===== config.mk =====
export PLATFORM = sky130hd
export DESIGN_NAME = tcd_dma
export DESIGN_NICKNAME = d
export VERILOG_FILES = /design/src/hw/tcd_pkg.sv /design/src/hw/tcd_chan_req.sv /design/src/hw/tcd_dma.sv
export SDC_FILE = /design/constraint.sdc
export NUM_CORES = 1
export LEC_CHECK = 0
export BUFFER_PORTS_ARGS = -buffer_cell sky130_fd_sc_hd__buf_2
export CAP_MARGIN = 20
export CORE_MARGIN = 2
export CORE_UTILIZATION = 40
export DETAILED_ROUTE_END_ITERATION = 7
export PLACE_DENSITY = 0.67
export SLEW_MARGIN = 40
export SYNTH_ARGS = -nofsm -noshare
export SYNTH_HDL_FRONTEND = slang
export SYNTH_SLANG_ARGS = --single-unit

===== constraint.sdc =====
create_clock -name ref_clk_in -period 5.65 [get_ports ref_clk_in]
set_input_delay 0.2825 -clock ref_clk_in [delete_from_list [all_inputs] [get_ports ref_clk_in]]
set_output_delay 0.2825 -clock ref_clk_in [all_outputs]
set_load 0.01 [all_outputs]

===== src/hw/tcd_pkg.sv =====
// Constants, register map and cause tables for the two-channel cycle-steal mover
package tcd_pkg;

  localparam int ADDR_W = 20;
  localparam int CNT_W  = 16;
  localparam int CODE_W = 4;
  localparam int SRC_W  = 32;
  localparam int AXI_AW = 8;

  // Register map, one block of eight words per channel
  localparam int         CH_BIT     = 5;
  localparam logic [7:0] OFF_MASK   = 8'h1F;
  localparam logic [1:0] BLK_TOP    = 2'h0;
  localparam logic [7:0] OFF_CTRL   = 8'h00;
  localparam logic [7:0] OFF_SEL    = 8'h04;
  localparam logic [7:0] OFF_SRC    = 8'h08;
  localparam logic [7:0] OFF_DST    = 8'h0C;
  localparam logic [7:0] OFF_RELOAD = 8'h10;
  localparam logic [7:0] OFF_COUNT  = 8'h14;
  localparam logic [7:0] OFF_PTR    = 8'h18;

  // Control register fields
  localparam int CTRL_EN   = 0;
  localparam int CTRL_W16  = 1;
  localparam int CTRL_RPT  = 2;
  localparam int CTRL_SINC = 4;
  localparam int CTRL_DINC = 5;
  localparam int CTRL_PEND = 7;

  // Cause select register fields
  localparam int SEL_CODE_LSB = 0;
  localparam int SEL_BANK     = 6;
  localparam int SEL_SWREQ    = 7;

  localparam logic [1:0]        RESP_OKAY   = 2'h0;
  localparam logic [1:0]        RESP_SLVERR = 2'h2;
  localparam logic [ADDR_W-1:0] PTR_RST     = 20'h00000;
  localparam logic [CNT_W-1:0]  CNT_RST     = 16'h0000;
  localparam logic [ADDR_W-1:0] STEP_BYTE   = 20'h00001;
  localparam logic [ADDR_W-1:0] STEP_WORD   = 20'h00002;
  localparam logic [7:0]        BYTE_ZERO   = 8'h00;

  typedef logic [4:0] tcd_src_idx_t;

  // Request source positions in the source vector
  localparam tcd_src_idx_t SRC_NONE = 5'h00;
  localparam tcd_src_idx_t SRC_SW   = 5'h05;

  // Cause code to source, indexed [channel][bank][code]
  localparam tcd_src_idx_t CAUSE_MAP [2][2][16] = '{
    '{'{5'h01, 5'h05, 5'h06, 5'h07, 5'h08, 5'h09, 5'h0A, 5'h0B,
        5'h0C, 5'h0D, 5'h0E, 5'h0F, 5'h12, 5'h13, 5'h16, 5'h10},
      '{5'h17, 5'h00, 5'h18, 5'h19, 5'h00, 5'h00, 5'h02, 5'h00,
        5'h00, 5'h00, 5'h1A, 5'h1B, 5'h1C, 5'h1D, 5'h1E, 5'h1F}},
    '{'{5'h03, 5'h05, 5'h06, 5'h07, 5'h08, 5'h09, 5'h0A, 5'h0B,
        5'h0C, 5'h0D, 5'h14, 5'h15, 5'h11, 5'h12, 5'h16, 5'h10},
      '{5'h17, 5'h00, 5'h18, 5'h19, 5'h00, 5'h00, 5'h04, 5'h00,
        5'h00, 5'h00, 5'h1A, 5'h1B, 5'h1C, 5'h1D, 5'h1E, 5'h1F}}};

  typedef enum logic [1:0] {S_IDLE, S_REQ, S_RD, S_WR} tcd_state_t;

endpackage : tcd_pkg


===== src/hw/tcd_chan_req.sv =====
// Per-channel cause decoder and pending request latch
`timescale 1ns/1ps
module tcd_chan_req
  import tcd_pkg::*;
#(
  parameter int CH = 0
) (
  input  wire logic              ref_clk_in,
  input  wire logic              rst_in,
  input  wire logic [SRC_W-1:0]  src_vec_in,
  input  wire logic              bank_in,
  input  wire logic [CODE_W-1:0] code_in,
  input  wire logic              sw_req_in,
  input  wire logic              enable_in,
  input  wire logic              take_in,
  output logic                   pending_out
);

  if (CH < 0 || CH > 1) begin : g_bad_ch
    $error("Channel number must be 0 or 1");
  end

  typedef struct packed {
    logic pend;
  } tcd_req_st_t;

  tcd_req_st_t  r;
  tcd_req_st_t  d;
  tcd_src_idx_t idx;
  logic         hit;

  always_comb begin
    idx   = CAUSE_MAP[CH][bank_in][code_in];
    hit   = (idx == SRC_SW) ? sw_req_in : src_vec_in[idx];
    d     = r;
    // Set wins over take; no count kept, repeats merge
    d.pend = enable_in & (hit | (r.pend & ~take_in));
  end

  always_ff @(posedge ref_clk_in) begin
    if (rst_in) begin
      r <= '0;
    end else begin
      r <= d;
    end
  end

  assign pending_out = r.pend;

  property p_sw_raise;
    @(posedge ref_clk_in) disable iff (rst_in)
      (sw_req_in && enable_in && !bank_in && CAUSE_MAP[CH][0][code_in] == SRC_SW)
      |=> pending_out;
  endproperty
  a_sw_raise: assert property (p_sw_raise) else $error("Software request lost");

  property p_off_idle;
    @(posedge ref_clk_in) disable iff (rst_in)
      !enable_in |=> !pending_out;
  endproperty
  a_off_idle: assert property (p_off_idle) else $error("Request held while off");

endmodule : tcd_chan_req


===== src/hw/tcd_dma.sv =====
// Two-channel cycle-steal transfer engine with AXI4-Lite register slave
//
// The implementer's own choices: the AXI4-Lite register port and the register offsets.
`timescale 1ns/1ps
module tcd_dma
  import tcd_pkg::*;
(
  input  wire logic              ref_clk_in,
  input  wire logic              rst_in,
  input  wire logic [AXI_AW-1:0] s_axi_awaddr_in,
  input  wire logic              s_axi_awvalid_in,
  output logic                   s_axi_awready_out,
  input  wire logic [31:0]       s_axi_wdata_in,
  input  wire logic [3:0]        s_axi_wstrb_in,
  input  wire logic              s_axi_wvalid_in,
  output logic                   s_axi_wready_out,
  output logic [1:0]             s_axi_bresp_out,
  output logic                   s_axi_bvalid_out,
  input  wire logic              s_axi_bready_in,
  input  wire logic [AXI_AW-1:0] s_axi_araddr_in,
  input  wire logic              s_axi_arvalid_in,
  output logic                   s_axi_arready_out,
  output logic [31:0]            s_axi_rdata_out,
  output logic [1:0]             s_axi_rresp_out,
  output logic                   s_axi_rvalid_out,
  input  wire logic              s_axi_rready_in,
  input  wire logic              external_irq_line_zero_in,
  input  wire logic              external_irq_line_one_in,
  input  wire logic [4:0]        timer_a_irq_in,
  input  wire logic [2:0]        timer_b_irq_in,
  input  wire logic [2:0]        uart_tx_irq_in,
  input  wire logic [2:0]        uart_rx_irq_in,
  input  wire logic              sync_serial_port_three_irq_in,
  input  wire logic              sync_serial_port_four_irq_in,
  input  wire logic              adc_irq_in,
  input  wire logic [8:0]        capture_compare_timer_irq_in,
  output logic                   bus_req_out,
  input  wire logic              bus_grant_in,
  output logic [ADDR_W-1:0]      bus_addr_out,
  output logic                   bus_rd_out,
  output logic                   bus_wr_out,
  output logic                   bus_word_out,
  output logic [15:0]            bus_wdata_out,
  input  wire logic [15:0]       bus_rdata_in,
  input  wire logic              bus_ack_in
);

  typedef struct packed {
    tcd_state_t              st;
    logic                    cur;
    logic [1:0]              en;
    logic [1:0]              w16;
    logic [1:0]              rpt;
    logic [1:0]              sinc;
    logic [1:0]              dinc;
    logic [1:0]              first;
    logic [1:0]              bank;
    logic [1:0]              sw;
    logic [1:0][CODE_W-1:0]  code;
    logic [1:0][ADDR_W-1:0]  sp;
    logic [1:0][ADDR_W-1:0]  dp;
    logic [1:0][ADDR_W-1:0]  ptr;
    logic [1:0][CNT_W-1:0]   rld;
    logic [1:0][CNT_W-1:0]   cnt;
    logic                    req;
    logic                    rd;
    logic                    wr;
    logic                    word;
    logic [ADDR_W-1:0]       addr;
    logic [15:0]             wdata;
    logic [1:0]              irq_s1;
    logic [1:0]              irq_s2;
    logic [1:0]              irq_p;
    logic                    awrdy;
    logic                    wrdy;
    logic                    aw_h;
    logic                    w_h;
    logic [AXI_AW-1:0]       awa;
    logic [31:0]             wd;
    logic [3:0]              ws;
    logic                    bval;
    logic [1:0]              bresp;
    logic                    arrdy;
    logic                    rval;
    logic [31:0]             rdat;
    logic [1:0]              rresp;
  } tcd_st_t;

  tcd_st_t           r;
  tcd_st_t           d;
  logic [1:0]        pend;
  logic [1:0]        take;
  logic [SRC_W-1:0]  src_vec;
  logic [1:0]        irq_fall;
  logic [1:0]        irq_both;
  logic              sel;
  logic [ADDR_W-1:0] step;

  // Edges of the synchronised external lines
  assign irq_fall = r.irq_p & ~r.irq_s2;
  assign irq_both = r.irq_p ^ r.irq_s2;
  assign sel      = pend[0] ? 1'b0 : 1'b1;
  assign step     = r.w16[r.cur] ? STEP_WORD : STEP_BYTE;

  // Source vector; interrupt sources feed only requests, never flags
  assign src_vec = {capture_compare_timer_irq_in, adc_irq_in,
                    sync_serial_port_four_irq_in, sync_serial_port_three_irq_in,
                    uart_rx_irq_in[2], uart_tx_irq_in[2], uart_rx_irq_in[1],
                    uart_tx_irq_in[1], uart_rx_irq_in[0], uart_tx_irq_in[0],
                    timer_b_irq_in, timer_a_irq_in, 1'b0,
                    irq_both[1], irq_fall[1], irq_both[0], irq_fall[0], 1'b0};

  for (genvar g = 0; g < 2; g++) begin : g_ch
    tcd_chan_req #(
      .CH (g)
    ) u_req (
      .ref_clk_in  (ref_clk_in),
      .rst_in      (rst_in),
      .src_vec_in  (src_vec),
      .bank_in     (r.bank[g]),
      .code_in     (r.code[g]),
      .sw_req_in   (r.sw[g]),
      .enable_in   (r.en[g]),
      .take_in     (take[g]),
      .pending_out (pend[g])
    );
  end

  function automatic logic [32:0] reg_read(input logic [AXI_AW-1:0] a);
    logic [31:0] v;
    logic        ok;
    logic        c;
    v  = '0;
    ok = 1'b1;
    c  = a[CH_BIT];
    if (a[7:6] != BLK_TOP) begin
      ok = 1'b0;
    end else begin
      unique case (a & OFF_MASK)
        OFF_CTRL: begin
          v[CTRL_EN]   = r.en[c];
          v[CTRL_W16]  = r.w16[c];
          v[CTRL_RPT]  = r.rpt[c];
          v[CTRL_SINC] = r.sinc[c];
          v[CTRL_DINC] = r.dinc[c];
          v[CTRL_PEND] = pend[c];
        end
        OFF_SEL: begin
          v[SEL_CODE_LSB +: CODE_W] = r.code[c];
          v[SEL_BANK]               = r.bank[c];
        end
        OFF_SRC:    v[ADDR_W-1:0] = r.sp[c];
        OFF_DST:    v[ADDR_W-1:0] = r.dp[c];
        OFF_RELOAD: v[CNT_W-1:0]  = r.rld[c];
        OFF_COUNT:  v[CNT_W-1:0]  = r.cnt[c];
        OFF_PTR:    v[ADDR_W-1:0] = r.ptr[c];
        default:    ok = 1'b0;
      endcase
    end
    return {ok, v};
  endfunction : reg_read

  function automatic logic [31:0] merge(input logic [31:0] o, input logic [31:0] n,
                                        input logic [3:0] s);
    logic [31:0] m;
    m = o;
    for (int i = 0; i < 4; i++) begin
      if (s[i]) begin
        m[i*8 +: 8] = n[i*8 +: 8];
      end
    end
    return m;
  endfunction : merge

  always_comb begin
    logic [32:0]       rr;
    logic [31:0]       nv;
    logic              wc;
    logic [ADDR_W-1:0] sa;
    logic [ADDR_W-1:0] da;
    rr = '0;
    nv = '0;
    wc = 1'b0;
    sa = '0;
    da = '0;
    d  = r;
    take     = 2'b00;
    d.sw     = 2'b00;
    d.irq_s1 = {external_irq_line_one_in, external_irq_line_zero_in};
    d.irq_s2 = r.irq_s1;
    d.irq_p  = r.irq_s2;
    // Source prefers the incrementing pointer if both are set
    sa = r.sinc[r.cur] ? r.ptr[r.cur] : r.sp[r.cur];
    da = (r.dinc[r.cur] && !r.sinc[r.cur]) ? r.ptr[r.cur] : r.dp[r.cur];

    unique case (r.st)
      S_IDLE: begin
        if (pend != 2'b00) begin
          d.cur     = sel;
          take[sel] = 1'b1;
          d.req     = 1'b1;
          d.st      = S_REQ;
          if (r.first[sel]) begin
            d.ptr[sel]   = r.sinc[sel] ? r.sp[sel] : r.dp[sel];
            d.cnt[sel]   = r.rld[sel];
            d.first[sel] = 1'b0;
          end
        end
      end
      S_REQ: begin
        if (bus_grant_in) begin
          d.rd   = 1'b1;
          d.addr = sa;
          d.word = r.w16[r.cur];
          d.st   = S_RD;
        end
      end
      S_RD: begin
        if (bus_ack_in) begin
          d.rd    = 1'b0;
          d.wr    = 1'b1;
          d.addr  = da;
          d.wdata = r.w16[r.cur] ? bus_rdata_in : {BYTE_ZERO, bus_rdata_in[7:0]};
          d.st    = S_WR;
        end
      end
      S_WR: begin
        if (bus_ack_in) begin
          d.wr  = 1'b0;
          d.req = 1'b0;
          d.st  = S_IDLE;
          if (r.sinc[r.cur] || r.dinc[r.cur]) begin
            d.ptr[r.cur] = r.ptr[r.cur] + step;
          end
          if (r.cnt[r.cur] == CNT_RST) begin
            if (r.rpt[r.cur]) begin
              d.cnt[r.cur] = r.rld[r.cur];
            end else begin
              d.en[r.cur] = 1'b0;
            end
          end else begin
            d.cnt[r.cur] = r.cnt[r.cur] - 16'h0001;
          end
        end
      end
    endcase

    // Write channel: address and data taken in either order
    if (r.awrdy && s_axi_awvalid_in) begin
      d.awrdy = 1'b0;
      d.aw_h  = 1'b1;
      d.awa   = s_axi_awaddr_in;
    end
    if (r.wrdy && s_axi_wvalid_in) begin
      d.wrdy = 1'b0;
      d.w_h  = 1'b1;
      d.wd   = s_axi_wdata_in;
      d.ws   = s_axi_wstrb_in;
    end
    if (r.aw_h && r.w_h && !r.bval) begin
      rr      = reg_read(r.awa);
      nv      = merge(rr[31:0], r.wd, r.ws);
      wc      = r.awa[CH_BIT];
      d.aw_h  = 1'b0;
      d.w_h   = 1'b0;
      d.bval  = 1'b1;
      d.bresp = rr[32] ? RESP_OKAY : RESP_SLVERR;
      if (rr[32]) begin
        unique case (r.awa & OFF_MASK)
          OFF_CTRL: begin
            d.en[wc]    = nv[CTRL_EN];
            d.first[wc] = (nv[CTRL_EN] && !r.en[wc]) ? 1'b1 : d.first[wc];
            d.w16[wc]   = nv[CTRL_W16];
            d.rpt[wc]   = nv[CTRL_RPT];
            d.sinc[wc]  = nv[CTRL_SINC];
            d.dinc[wc]  = nv[CTRL_DINC];
          end
          OFF_SEL: begin
            d.code[wc] = nv[SEL_CODE_LSB +: CODE_W];
            d.bank[wc] = nv[SEL_BANK];
            d.sw[wc]   = r.ws[0] & r.wd[SEL_SWREQ];
          end
          OFF_SRC:    d.sp[wc]  = nv[ADDR_W-1:0];
          OFF_DST:    d.dp[wc]  = nv[ADDR_W-1:0];
          OFF_RELOAD: d.rld[wc] = nv[CNT_W-1:0];
          default: begin
          end
        endcase
      end
    end
    if (r.bval && s_axi_bready_in) begin
      d.bval  = 1'b0;
      d.awrdy = 1'b1;
      d.wrdy  = 1'b1;
    end

    // Read channel
    if (r.arrdy && s_axi_arvalid_in) begin
      rr      = reg_read(s_axi_araddr_in);
      d.arrdy = 1'b0;
      d.rval  = 1'b1;
      d.rdat  = rr[31:0];
      d.rresp = rr[32] ? RESP_OKAY : RESP_SLVERR;
    end
    if (r.rval && s_axi_rready_in) begin
      d.rval  = 1'b0;
      d.arrdy = 1'b1;
    end
  end

  always_ff @(posedge ref_clk_in) begin
    if (rst_in) begin
      r       <= '0;
      r.st    <= S_IDLE;
      r.awrdy <= 1'b1;
      r.wrdy  <= 1'b1;
      r.arrdy <= 1'b1;
      // External lines idle high; no false edge after reset
      r.irq_s1 <= '1;
      r.irq_s2 <= '1;
      r.irq_p  <= '1;
    end else begin
      r <= d;
    end
  end

  assign s_axi_awready_out = r.awrdy;
  assign s_axi_wready_out  = r.wrdy;
  assign s_axi_bresp_out   = r.bresp;
  assign s_axi_bvalid_out  = r.bval;
  assign s_axi_arready_out = r.arrdy;
  assign s_axi_rdata_out   = r.rdat;
  assign s_axi_rresp_out   = r.rresp;
  assign s_axi_rvalid_out  = r.rval;
  assign bus_req_out       = r.req;
  assign bus_addr_out      = r.addr;
  assign bus_rd_out        = r.rd;
  assign bus_wr_out        = r.wr;
  assign bus_word_out      = r.word;
  assign bus_wdata_out     = r.wdata;

  property p_steal;
    @(posedge ref_clk_in) disable iff (rst_in)
      (r.st == S_WR && bus_ack_in) |=> !bus_req_out && !bus_wr_out;
  endproperty
  a_steal: assert property (p_steal) else $error("Bus kept after one transfer");

  property p_prio;
    @(posedge ref_clk_in) disable iff (rst_in)
      (r.st == S_IDLE && pend == 2'b11) |=> (r.cur == 1'b0) && bus_req_out;
  endproperty
  a_prio: assert property (p_prio) else $error("Channel one granted first");

  property p_rdwr;
    @(posedge ref_clk_in) disable iff (rst_in)
      (r.st == S_RD && bus_ack_in) |=> bus_wr_out && !bus_rd_out
        && bus_wdata_out[7:0] == $past(bus_rdata_in[7:0]);
  endproperty
  a_rdwr: assert property (p_rdwr) else $error("Write does not follow read");

  property p_incr;
    @(posedge ref_clk_in) disable iff (rst_in)
      (r.st == S_WR && bus_ack_in && (r.sinc[r.cur] || r.dinc[r.cur]))
      |=> r.ptr[r.cur] == $past(r.ptr[r.cur]) + $past(step);
  endproperty
  a_incr: assert property (p_incr) else $error("Pointer step wrong");

  property p_dec;
    @(posedge ref_clk_in) disable iff (rst_in)
      (r.st == S_WR && bus_ack_in && r.cnt[r.cur] != CNT_RST)
      |=> r.cnt[r.cur] == $past(r.cnt[r.cur]) - 16'h0001;
  endproperty
  a_dec: assert property (p_dec) else $error("Counter not decremented");

  property p_single_stop;
    @(posedge ref_clk_in) disable iff (rst_in)
      (r.st == S_WR && bus_ack_in && !r.rpt[r.cur] && r.cnt[r.cur] == CNT_RST
       && !(r.aw_h && r.w_h && !r.bval))
      |=> !r.en[r.cur] ##1 !pend[r.cur];
  endproperty
  a_single_stop: assert property (p_single_stop) else $error("Single run kept going");

  property p_repeat;
    @(posedge ref_clk_in) disable iff (rst_in)
      (r.st == S_WR && bus_ack_in && r.rpt[r.cur] && r.cnt[r.cur] == CNT_RST
       && !(r.aw_h && r.w_h && !r.bval))
      |=> r.cnt[r.cur] == $past(r.rld[r.cur]) && r.en[r.cur] == $past(r.en[r.cur]);
  endproperty
  a_repeat: assert property (p_repeat) else $error("Repeat reload missed");

  property p_first;
    @(posedge ref_clk_in) disable iff (rst_in)
      (r.st == S_IDLE && pend != 2'b00 && r.first[sel])
      |=> r.cnt[r.cur] == $past(r.rld[sel]) && !r.first[r.cur]
        && r.ptr[r.cur] == (r.sinc[r.cur] ? $past(r.sp[sel]) : $past(r.dp[sel]));
  endproperty
  a_first: assert property (p_first) else $error("First transfer reload missed");

endmodule : tcd_dma


==> results of run 1 <==
[report_power, final]
group	leakage, nW	internal (W)	switching, W
clock	0.630	0.00153	0.00105
sequential	2.58	0.00227	0.0000313
combinational	4.47	0.000130	0.000240
[critical path: stages (launching register included)]
cell and delay (ns):
dfxtp_4 0.59, mux2i_1 0.48, clkinv_1 0.47, ha_1 0.44, a21oi_1 0.10, nor3_2 0.11
buf_4 0.18, and3_1 0.37, nor2b_1 0.30, nand2_1 0.15, o31a_1 0.30, o32ai_1 0.24
[cells in the mapped netlist, types with 17 or more instances]
library cell / count
inv_1: 25
a222oi_1: 17
ha_1: 23
nor2_1: 365
dfxtp_1: 319
buf_2: 31
o221ai_1: 25
a22oi_1: 98
a22o_1: 24
mux2i_1: 104
a211oi_1: 128
a21oi_1: 218
a32oi_1: 18
mux2_2: 35
nand4_1: 19
xnor2_1: 17
a221oi_1: 17
nor3_1: 105
nand3_1: 72
nor2b_1: 22
buf_4: 75
nand2_1: 267
o21ai_0: 87
clkbuf_1: 168
[flip-flops by register name, indices dropped and copies added, names as in the netlist, 2 cells and up]
name,flops
r,246
s_axi_rdata_out,20
d,4
g_ch.u_req.pending_out,2
bus_addr_out,20
bus_wdata_out,16
[cell type report]
type / count / share of cell area [%]
clock buffer: 52 / 4.85
clock inverter: 15 / 0.862
inverter: 26 / 0.437
multi-input combinational: 1926 / 53.6
sequential: 319 / 28.6
tap: 664 / 3.72
timing repair buffer: 258 / 7.88
[stage by stage]
step | hold WS (ns) | util [%]
5_1_grt | 0.0294 | 45.8
3_3_place_gp | 0.401 | 41.8
4_1_cts | 0.00841 | 45.6
2_1_floorplan | 0.383 | -
3_5_place_dp | 0.402 | 41.9
6_report | 0.0263 | 45.8
[final timing paths]
path | end | slack (ns) | depth (start not counted)
setup reg to reg | r[236] | 1.81 | 11
hold reg to reg | d[87] | 0.41 | 1
setup / recovery | r[236] | 1.81 | 11
hold / removal | s_axi_arready_out | 0.03 | 3
[kinds of logic (layout without fill, tap and decap cells)]
| kind of cell | after synthesis | count (layout) | share of synthesized area (%) |
|---|---|---|---|
| and+or+nand+nor | 949 | 949 | 21.5 |
| AOI/OAI and AO/OA | 764 | 764 | 26.9 |
| DFF | 319 | 319 | 32.4 |
| buffers and inverters | 316 | 351 | 7.92 |
| muxes | 152 | 152 | 8.72 |
| adders and majority gates | 24 | 24 | 1.56 |
| xor gates and xnor gates | 23 | 23 | 1.02 |
| other | 1 | 14 | 0.0190 |
[what timing repair did]
action / 4_1_cts / 5_1_grt
hold endpoints to repair: 51 / 0
hold buffers: 50 / 0
setup buffers: 0 / 0
[metal layers]
layer	global-route usage, %	share of wire, %	up-vias
met5	0	0.016	-
met4	17.4	6.2	2
met3	5.11	9.1	272
met2	48.2	45	1198
met1	37.8	40	9815
li1	-	-	9288
==> results.md, run 1 <==
- Status: finished, violations left
- Failing checks: DRC
- Most frequent cells in the layout: 357 x nor2_1, 316 x dfxtp_1, 266 x nand2_1
- Register area share after synthesis: 32.4%
- Leak: 7.68 nW
- Top FF cell, synth: dfxtp_1
- Final setup TNS: 0 ns
- Vias: 20600
- DRT Wirelength: 79000 um
- Clock-pin slew on the worst setup and hold paths: 0.06 ns
- H-tree levels: 2
- Hold WC Path Type: in -> reg
- Total global-route track usage: 30.0%
- Die Y: 226 um
- First-pass GRT wire length: 117000 um
- Ranking of synthesized cells by area: dfxtp_1 32%, nor2_1 7.0%, a21oi_1 5.5%
- Initial antenna violation count: 1
- FP Rows: 81
- Worst-path fanout max: 25
- Final instance area: 22300 um2
- Hold_sp: s_axi_arvalid_in
- Clock buffer depth: 3
- Number of diodes: 0
- Worst setup SP type: register
- CTS tree: yes
- Clock Skew: 0.0205 ns
- Pwr Density: 235 nW/um2
- Total CTS buffers: 39
- Multi-input logic area: 12000 um2
- Nets: 2699
- Mean number of vias per cell: 6.31
- Detailed placement HPWL: 54900 um
- Final min period: 3.84 ns
- RSZ-0062 raised after global routing: false
- Rel. slew slack: 33.0%
- Resized Gates After CTS: 0
- # DRC: 5
- Core Area: 48700 um2
- Total gr overflow: 0
- Total of max-cap violations: 0
- Routed Antenna Nets: 0
- Number of port buffers: 158
- Post-Place Setup Slack: 1.55 ns
- Area post-placement: 20400 um2
- Worst Path Arrival: 4.32 ns
- Root buf cell: clkbuf_16
- WL/cell: 24.2 um
- Clk sink count: 319
- Largest net degree at the start of global routing: 173
- Post-route clock period utilization: 68.0%
- Die X-Extent: 226 um
- Post-synth EDFFs: 0
- Pwr Total: 0.00526 W
- Finished Layout Cells: 3260
- YS warnings: 0
- Area leader, netlist: dfxtp_1
- Post-synth cell types: 85
- Final hold vios: 0
- DR iter-0 viols: 2485
- Cell Area, Synth: 19700 um2
- Post-synth ARST share: 0%
- Ratio of cells with drive above 1 in the final layout: 15.2%
- PnR worst setup slack: 1.81 ns
- Syn-to-layout area delta: 13.4%
- Top Ports: 186
- Starting density of the core: 40.4%
- Worst setup EP type: register
- Slew @ Worst Pin: 1.00 ns
- Filler cells: 4785
- Syn_area_per_cell: 7.74 um2
- Worst r2r src: r[341]
- Commonest non-fill, non-tap cell in the layout: nor2_1
- CP Class: reg -> reg
- Die area: 51100 um2
- # setup viols final: 0
- Drt pass-1 iters: 8
- Worst Setup SP: r[341]
- Vias in the first global route: 19500
- Worst vdd ir: 0.209 mV
- Critical Path RT: 6.13 ns
- Mapped Cells: 2548
- Max Slew Vio Count: 0
- Worst-Skew Late Latency: 0.58 ns
- Yosys top cell area share: 32.4%
- Seq cells post-synth: 319
- GPL Wtd Cong: 0.984
- DP Cell Count: 3138
- Storage cell area: 6390 um2
- Max Clk Rate: 0.260 GHz
No activity file was read; power rests on OpenSTA's default activity.
==> run 2, diff against run 1 <==
--- a/config.mk
+++ b/config.mk
@@ -5,12 +5,13 @@
 export SDC_FILE = /design/constraint.sdc
 export NUM_CORES = 1
 export LEC_CHECK = 0
+export ABC_AREA = 1
 export BUFFER_PORTS_ARGS = -buffer_cell sky130_fd_sc_hd__buf_2
 export CAP_MARGIN = 20
 export CORE_MARGIN = 2
 export CORE_UTILIZATION = 40
 export DETAILED_ROUTE_END_ITERATION = 7
-export PLACE_DENSITY = 0.67
+export PLACE_DENSITY = 0.66
 export SLEW_MARGIN = 40
 export SYNTH_ARGS = -nofsm -noshare
 export SYNTH_HDL_FRONTEND = slang
==> constraint.sdc (replaced) <==
create_clock -name ref_clk_in -period 4 [get_ports ref_clk_in]
set_input_delay 0.2 -clock ref_clk_in [delete_from_list [all_inputs] [get_ports ref_clk_in]]
set_output_delay 0.2 -clock ref_clk_in [all_outputs]
set_load 0.01 [all_outputs]
==> results.md, run 2 <==
- Register area share after synthesis: 30.3% (-2.1 points)
- R2R Setup Slk: 0.85 ns (-0.95 ns)
- Post-synthesis compound-gate area fraction: 28.9% (+2.0 points)
- Post-synth EDFFs: 0 (unchanged)
- Synth Area in Simple Gates: 23.2% (+1.7 points)
- FP Rows: 84 (+3.7%)
- Finished Layout Cells: 4121 (+26%)
- Area post-placement: 21900 um2 (+7.1%)
- Yosys top cell area share: 30.3% (-2.1 points)
- Post-Synth Adder-Cell Area: 1.46% (-0.099 points)
- CTS tree: yes
- Worst path cell trace: nor3_1 > inv_1 > nor2_1 > inv_1 > a21oi_1 > o21ai_0 > nand4_1 > nand3_1 > nand2_1 > nand3_1 > nand2_1
- Largest net degree at the start of global routing: 139 (-20%)
- Routed Antenna Nets: 0 (unchanged)
- Worst Path Arrival: 3.66 ns (-0.66 ns)
- Core Util, Final: 45.5% (-0.38 points)
- Final setup TNS: 0 ns (unchanged)
- Max Slew Vio Count: 0 (unchanged)
- Cell Area, Synth: 21100 um2 (+6.8%)
- Worst-path fanout max: 13 (-48%)
- Ratio of cells with drive above 1 in the final layout: 10.4% (-4.8 points)
- Critical Path RT: 4.51 ns (-1.62 ns)
- Max Clk Rate: 0.318 GHz (+22%)
- Total global-route track usage: 29.4% (-0.63 points)
- Slowest cell on crit path: nor2_1
- Final min period: 3.15 ns (-0.698 ns)
- Vias: 23300 (+13%)
- Leak: 10.7 nW (+40%)
- Largest family of logic cells by synthesized area: compound AO/OA/AOI/OAI gates
- RR Endpoint: r[330]
- GPL Wtd Cong: 1.01 (+2.7%)
- Mapped Cells: 3350 (+31%)
- Initial antenna violation count: 0 (-1)
- Rel. slew slack: 37.7% (+4.7 points)
- Post-CTS setup buffers: 0 (unchanged)
- Clock buffer depth: 3 (unchanged)
- Hold WC Path Type: in -> reg
- Status: completed
- RSZ-0062 raised after global routing: false
- Commonest non-fill, non-tap cell in the layout: nand2_1
- Syn-to-layout area delta: 13.0%
- Worst vdd ir: 0.264 mV (+26%)
- Number of diodes: 0 (unchanged)
- Post-synthesis mux area share: 0.476% (-8.2 points)
- YS warnings: 0 (unchanged)
- Pwr Density: 371 nW/um2 (+58%)
- Total of max-cap violations: 0 (unchanged)
- Total CTS buffers: 39 (unchanged)
- Top cells by instance count after synthesis: 616 x nand2_1, 444 x inv_1, 419 x o21ai_0, 378 x a21oi_1, 319 x dfxtp_1
- Final hold vios: 0 (unchanged)
- Worst setup EP type: register
- Top reg by flops: r
- DP Cell Count: 3996 (+27%)
- Ranking of synthesized cells by area: dfxtp_1 30%, nand2_1 11%, o21ai_0 10%
- Clock-pin slew on the worst setup and hold paths: 0.06 ns (about the same)
- Syn_area_per_cell: 6.28 um2 (-19%)
- Slew @ Worst Pin: 0.932 ns (-0.0725 ns)
- Die area: 54500 um2 (+6.7%)
- CP Class: reg -> reg
- Area leader, netlist: dfxtp_1
- H-tree levels: 2 (unchanged)
- Post-synth ARST share: 0% (unchanged)
- Seq cells post-synth: 319 (unchanged)
- WL/cell: 19.6 um (-19%)
- Worst setup SP type: register
- First-pass GRT wire length: 124000 um (+5.3%)
- Final instance area: 23800 um2 (+6.5%)
- Most frequent cells in the layout: 616 x nand2_1, 441 x inv_1, 419 x o21ai_0
- Crit-path max cell delay: 0.52 ns (-0.07 ns)
- Die X-Extent: 233 um (+3.3%)
- Die Y: 233 um (+3.3%)
- Core Area: 52300 um2 (+7.4%)
- Worst r2r src: r[78]
- Max FFs per register: 246 (unchanged)
- Top FF cell, synth: dfxtp_1
- Detailed placement HPWL: 57200 um (+4.3%)
- # setup viols final: 0 (unchanged)
- Reg2Reg Depth: 11 (unchanged)
- Vias in the first global route: 21200 (+8.9%)
- Total gr overflow: 0 (unchanged)
- Xor-xnor portion of the synthesized cell area: 0.458% (-0.56 points)
- DR iter-0 viols: 2532 (+1.9%)
- Post-synth cell types: 58 (-32%)
- # DRC: 0 (-5)
- Clk sink count: 319 (unchanged)
- Worst-Skew Late Latency: 0.58 ns (about the same)
- Root buf cell: clkbuf_16
- Mean number of vias per cell: 5.65 (-11%)
- DRT Wirelength: 80700 um (+2.2%)
- Starting density of the core: 40.2% (-0.22 points)
- Post-route clock period utilization: 78.6% (+11 points)
- Number of port buffers: 158 (unchanged)
- Hold path depth: 4 (+1)
- Drt pass-1 iters: 6 (-2)
- Most common cell in the synthesized netlist: nand2_1
- Top Ports: 186 (unchanged)
- Hold slack: 0.0878 ns (+0.0615 ns)
- Clock Skew: 0.0207 ns (+0.000240 ns)
- Nets: 3532 (+31%)
- Worst Hold End: bus_wr_out
- Hold_sp: bus_ack_in
-- run 2: cell types whose count changed after synthesis, sizes merged, moves of 95 or more --
| cell | previous run | this run |
|---|---|---|
| a211oi | 132 | 14 |
| a21oi | 218 | 378 |
| inv | 25 | 455 |
| mux2i | 105 | 10 |
| nand2 | 267 | 624 |
| nand3 | 72 | 187 |
| o211ai | 10 | 121 |
| o21ai | 92 | 449 |
-- run 2: report_power, final --
| part | internal, W | total (W) | switching [W] |
|---|---|---|---|
| registers | 0.00343 | 0.00361 | 0.000183 |
| logic | 0.000457 | 0.00143 | 0.000974 |
| clock network | 0.00231 | 0.00379 | 0.00148 |
-- run 2: metal layers --
| metal | GRT usage, % | vias up | part of all wire, % | wire length [um] |
|---|---|---|---|---|
| met3 | 5.13 | 306 | 9.3 | 7510 |
| met4 | 20.0 | 0 | 7.6 | 6130 |
| met2 | 46.0 | 1213 | 44 | 35200 |
| met1 | 36.8 | 10600 | 39 | 31800 |
| met5 | 0 | - | 0 | 0 |
| li1 | - | 11200 | - | - |
-- run 2: cell type report --
| cell class | count | area (um2) |
|---|---|---|
| inverter | 462 | 1740 |
| timing repair buffer | 277 | 1900 |
| clock inverter | 8 | 118 |
| tap | 688 | 861 |
| sequential | 319 | 6390 |
| multi-input combinational | 2304 | 11500 |
| fill | 5546 | 28500 |
| clock buffer | 63 | 1240 |
-- run 2: metrics by stage --
step | power [W] | worst slack, ns
2_1_floorplan | 0.00462 | 1.02
3_3_place_gp | 0.00500 | 0.976
6_report | 0.00883 | 0.855
4_1_cts | 0.00884 | 0.927
3_5_place_dp | 0.00502 | 0.955
5_1_grt | 0.00919 | 0.565
-- run 2: how the worst max path moves through the flow --
| stage | cells past startpoint | endpoint | startpoint |
|---|---|---|---|
| final | 11 | r[330] | r[78] |
| after floorplan | 21 | r[210] | r[341] |
| after global placement | 17 | g_ch[1].u_req.pending_out | r[328] |
| after detailed placement | 11 | r[229] | r[341] |
| after CTS | 17 | g_ch[1].u_req.pending_out | r[328] |
| after global routing | 11 | r[321] | r[78] |
-- run 2: kinds of logic (layout without fill, tap and decap cells) --
logic type | after synthesis | after routing
other | 1 | 14
AOI/OAI and AO/OA | 1078 | 1078
and+or+nand+nor | 1167 | 1167
buffers and inverters | 740 | 810
muxes | 10 | 10
adders and majority gates | 24 | 24
DFF | 319 | 319
xor gates and xnor gates | 11 | 11
-- run 2: critical path: cells and delay by family (launching register included) --
kind	cells	cell delay (ns)
and+or+nand+nor	7	1.83
buffers and inverters	2	0.55
DFF	1	0.35
AOI/OAI and AO/OA	2	0.35
-- run 2: timing repair --
item	CTS	global route
hold endpoints to repair	74	0
hold buffers	53	0
gates resized for setup	0	0
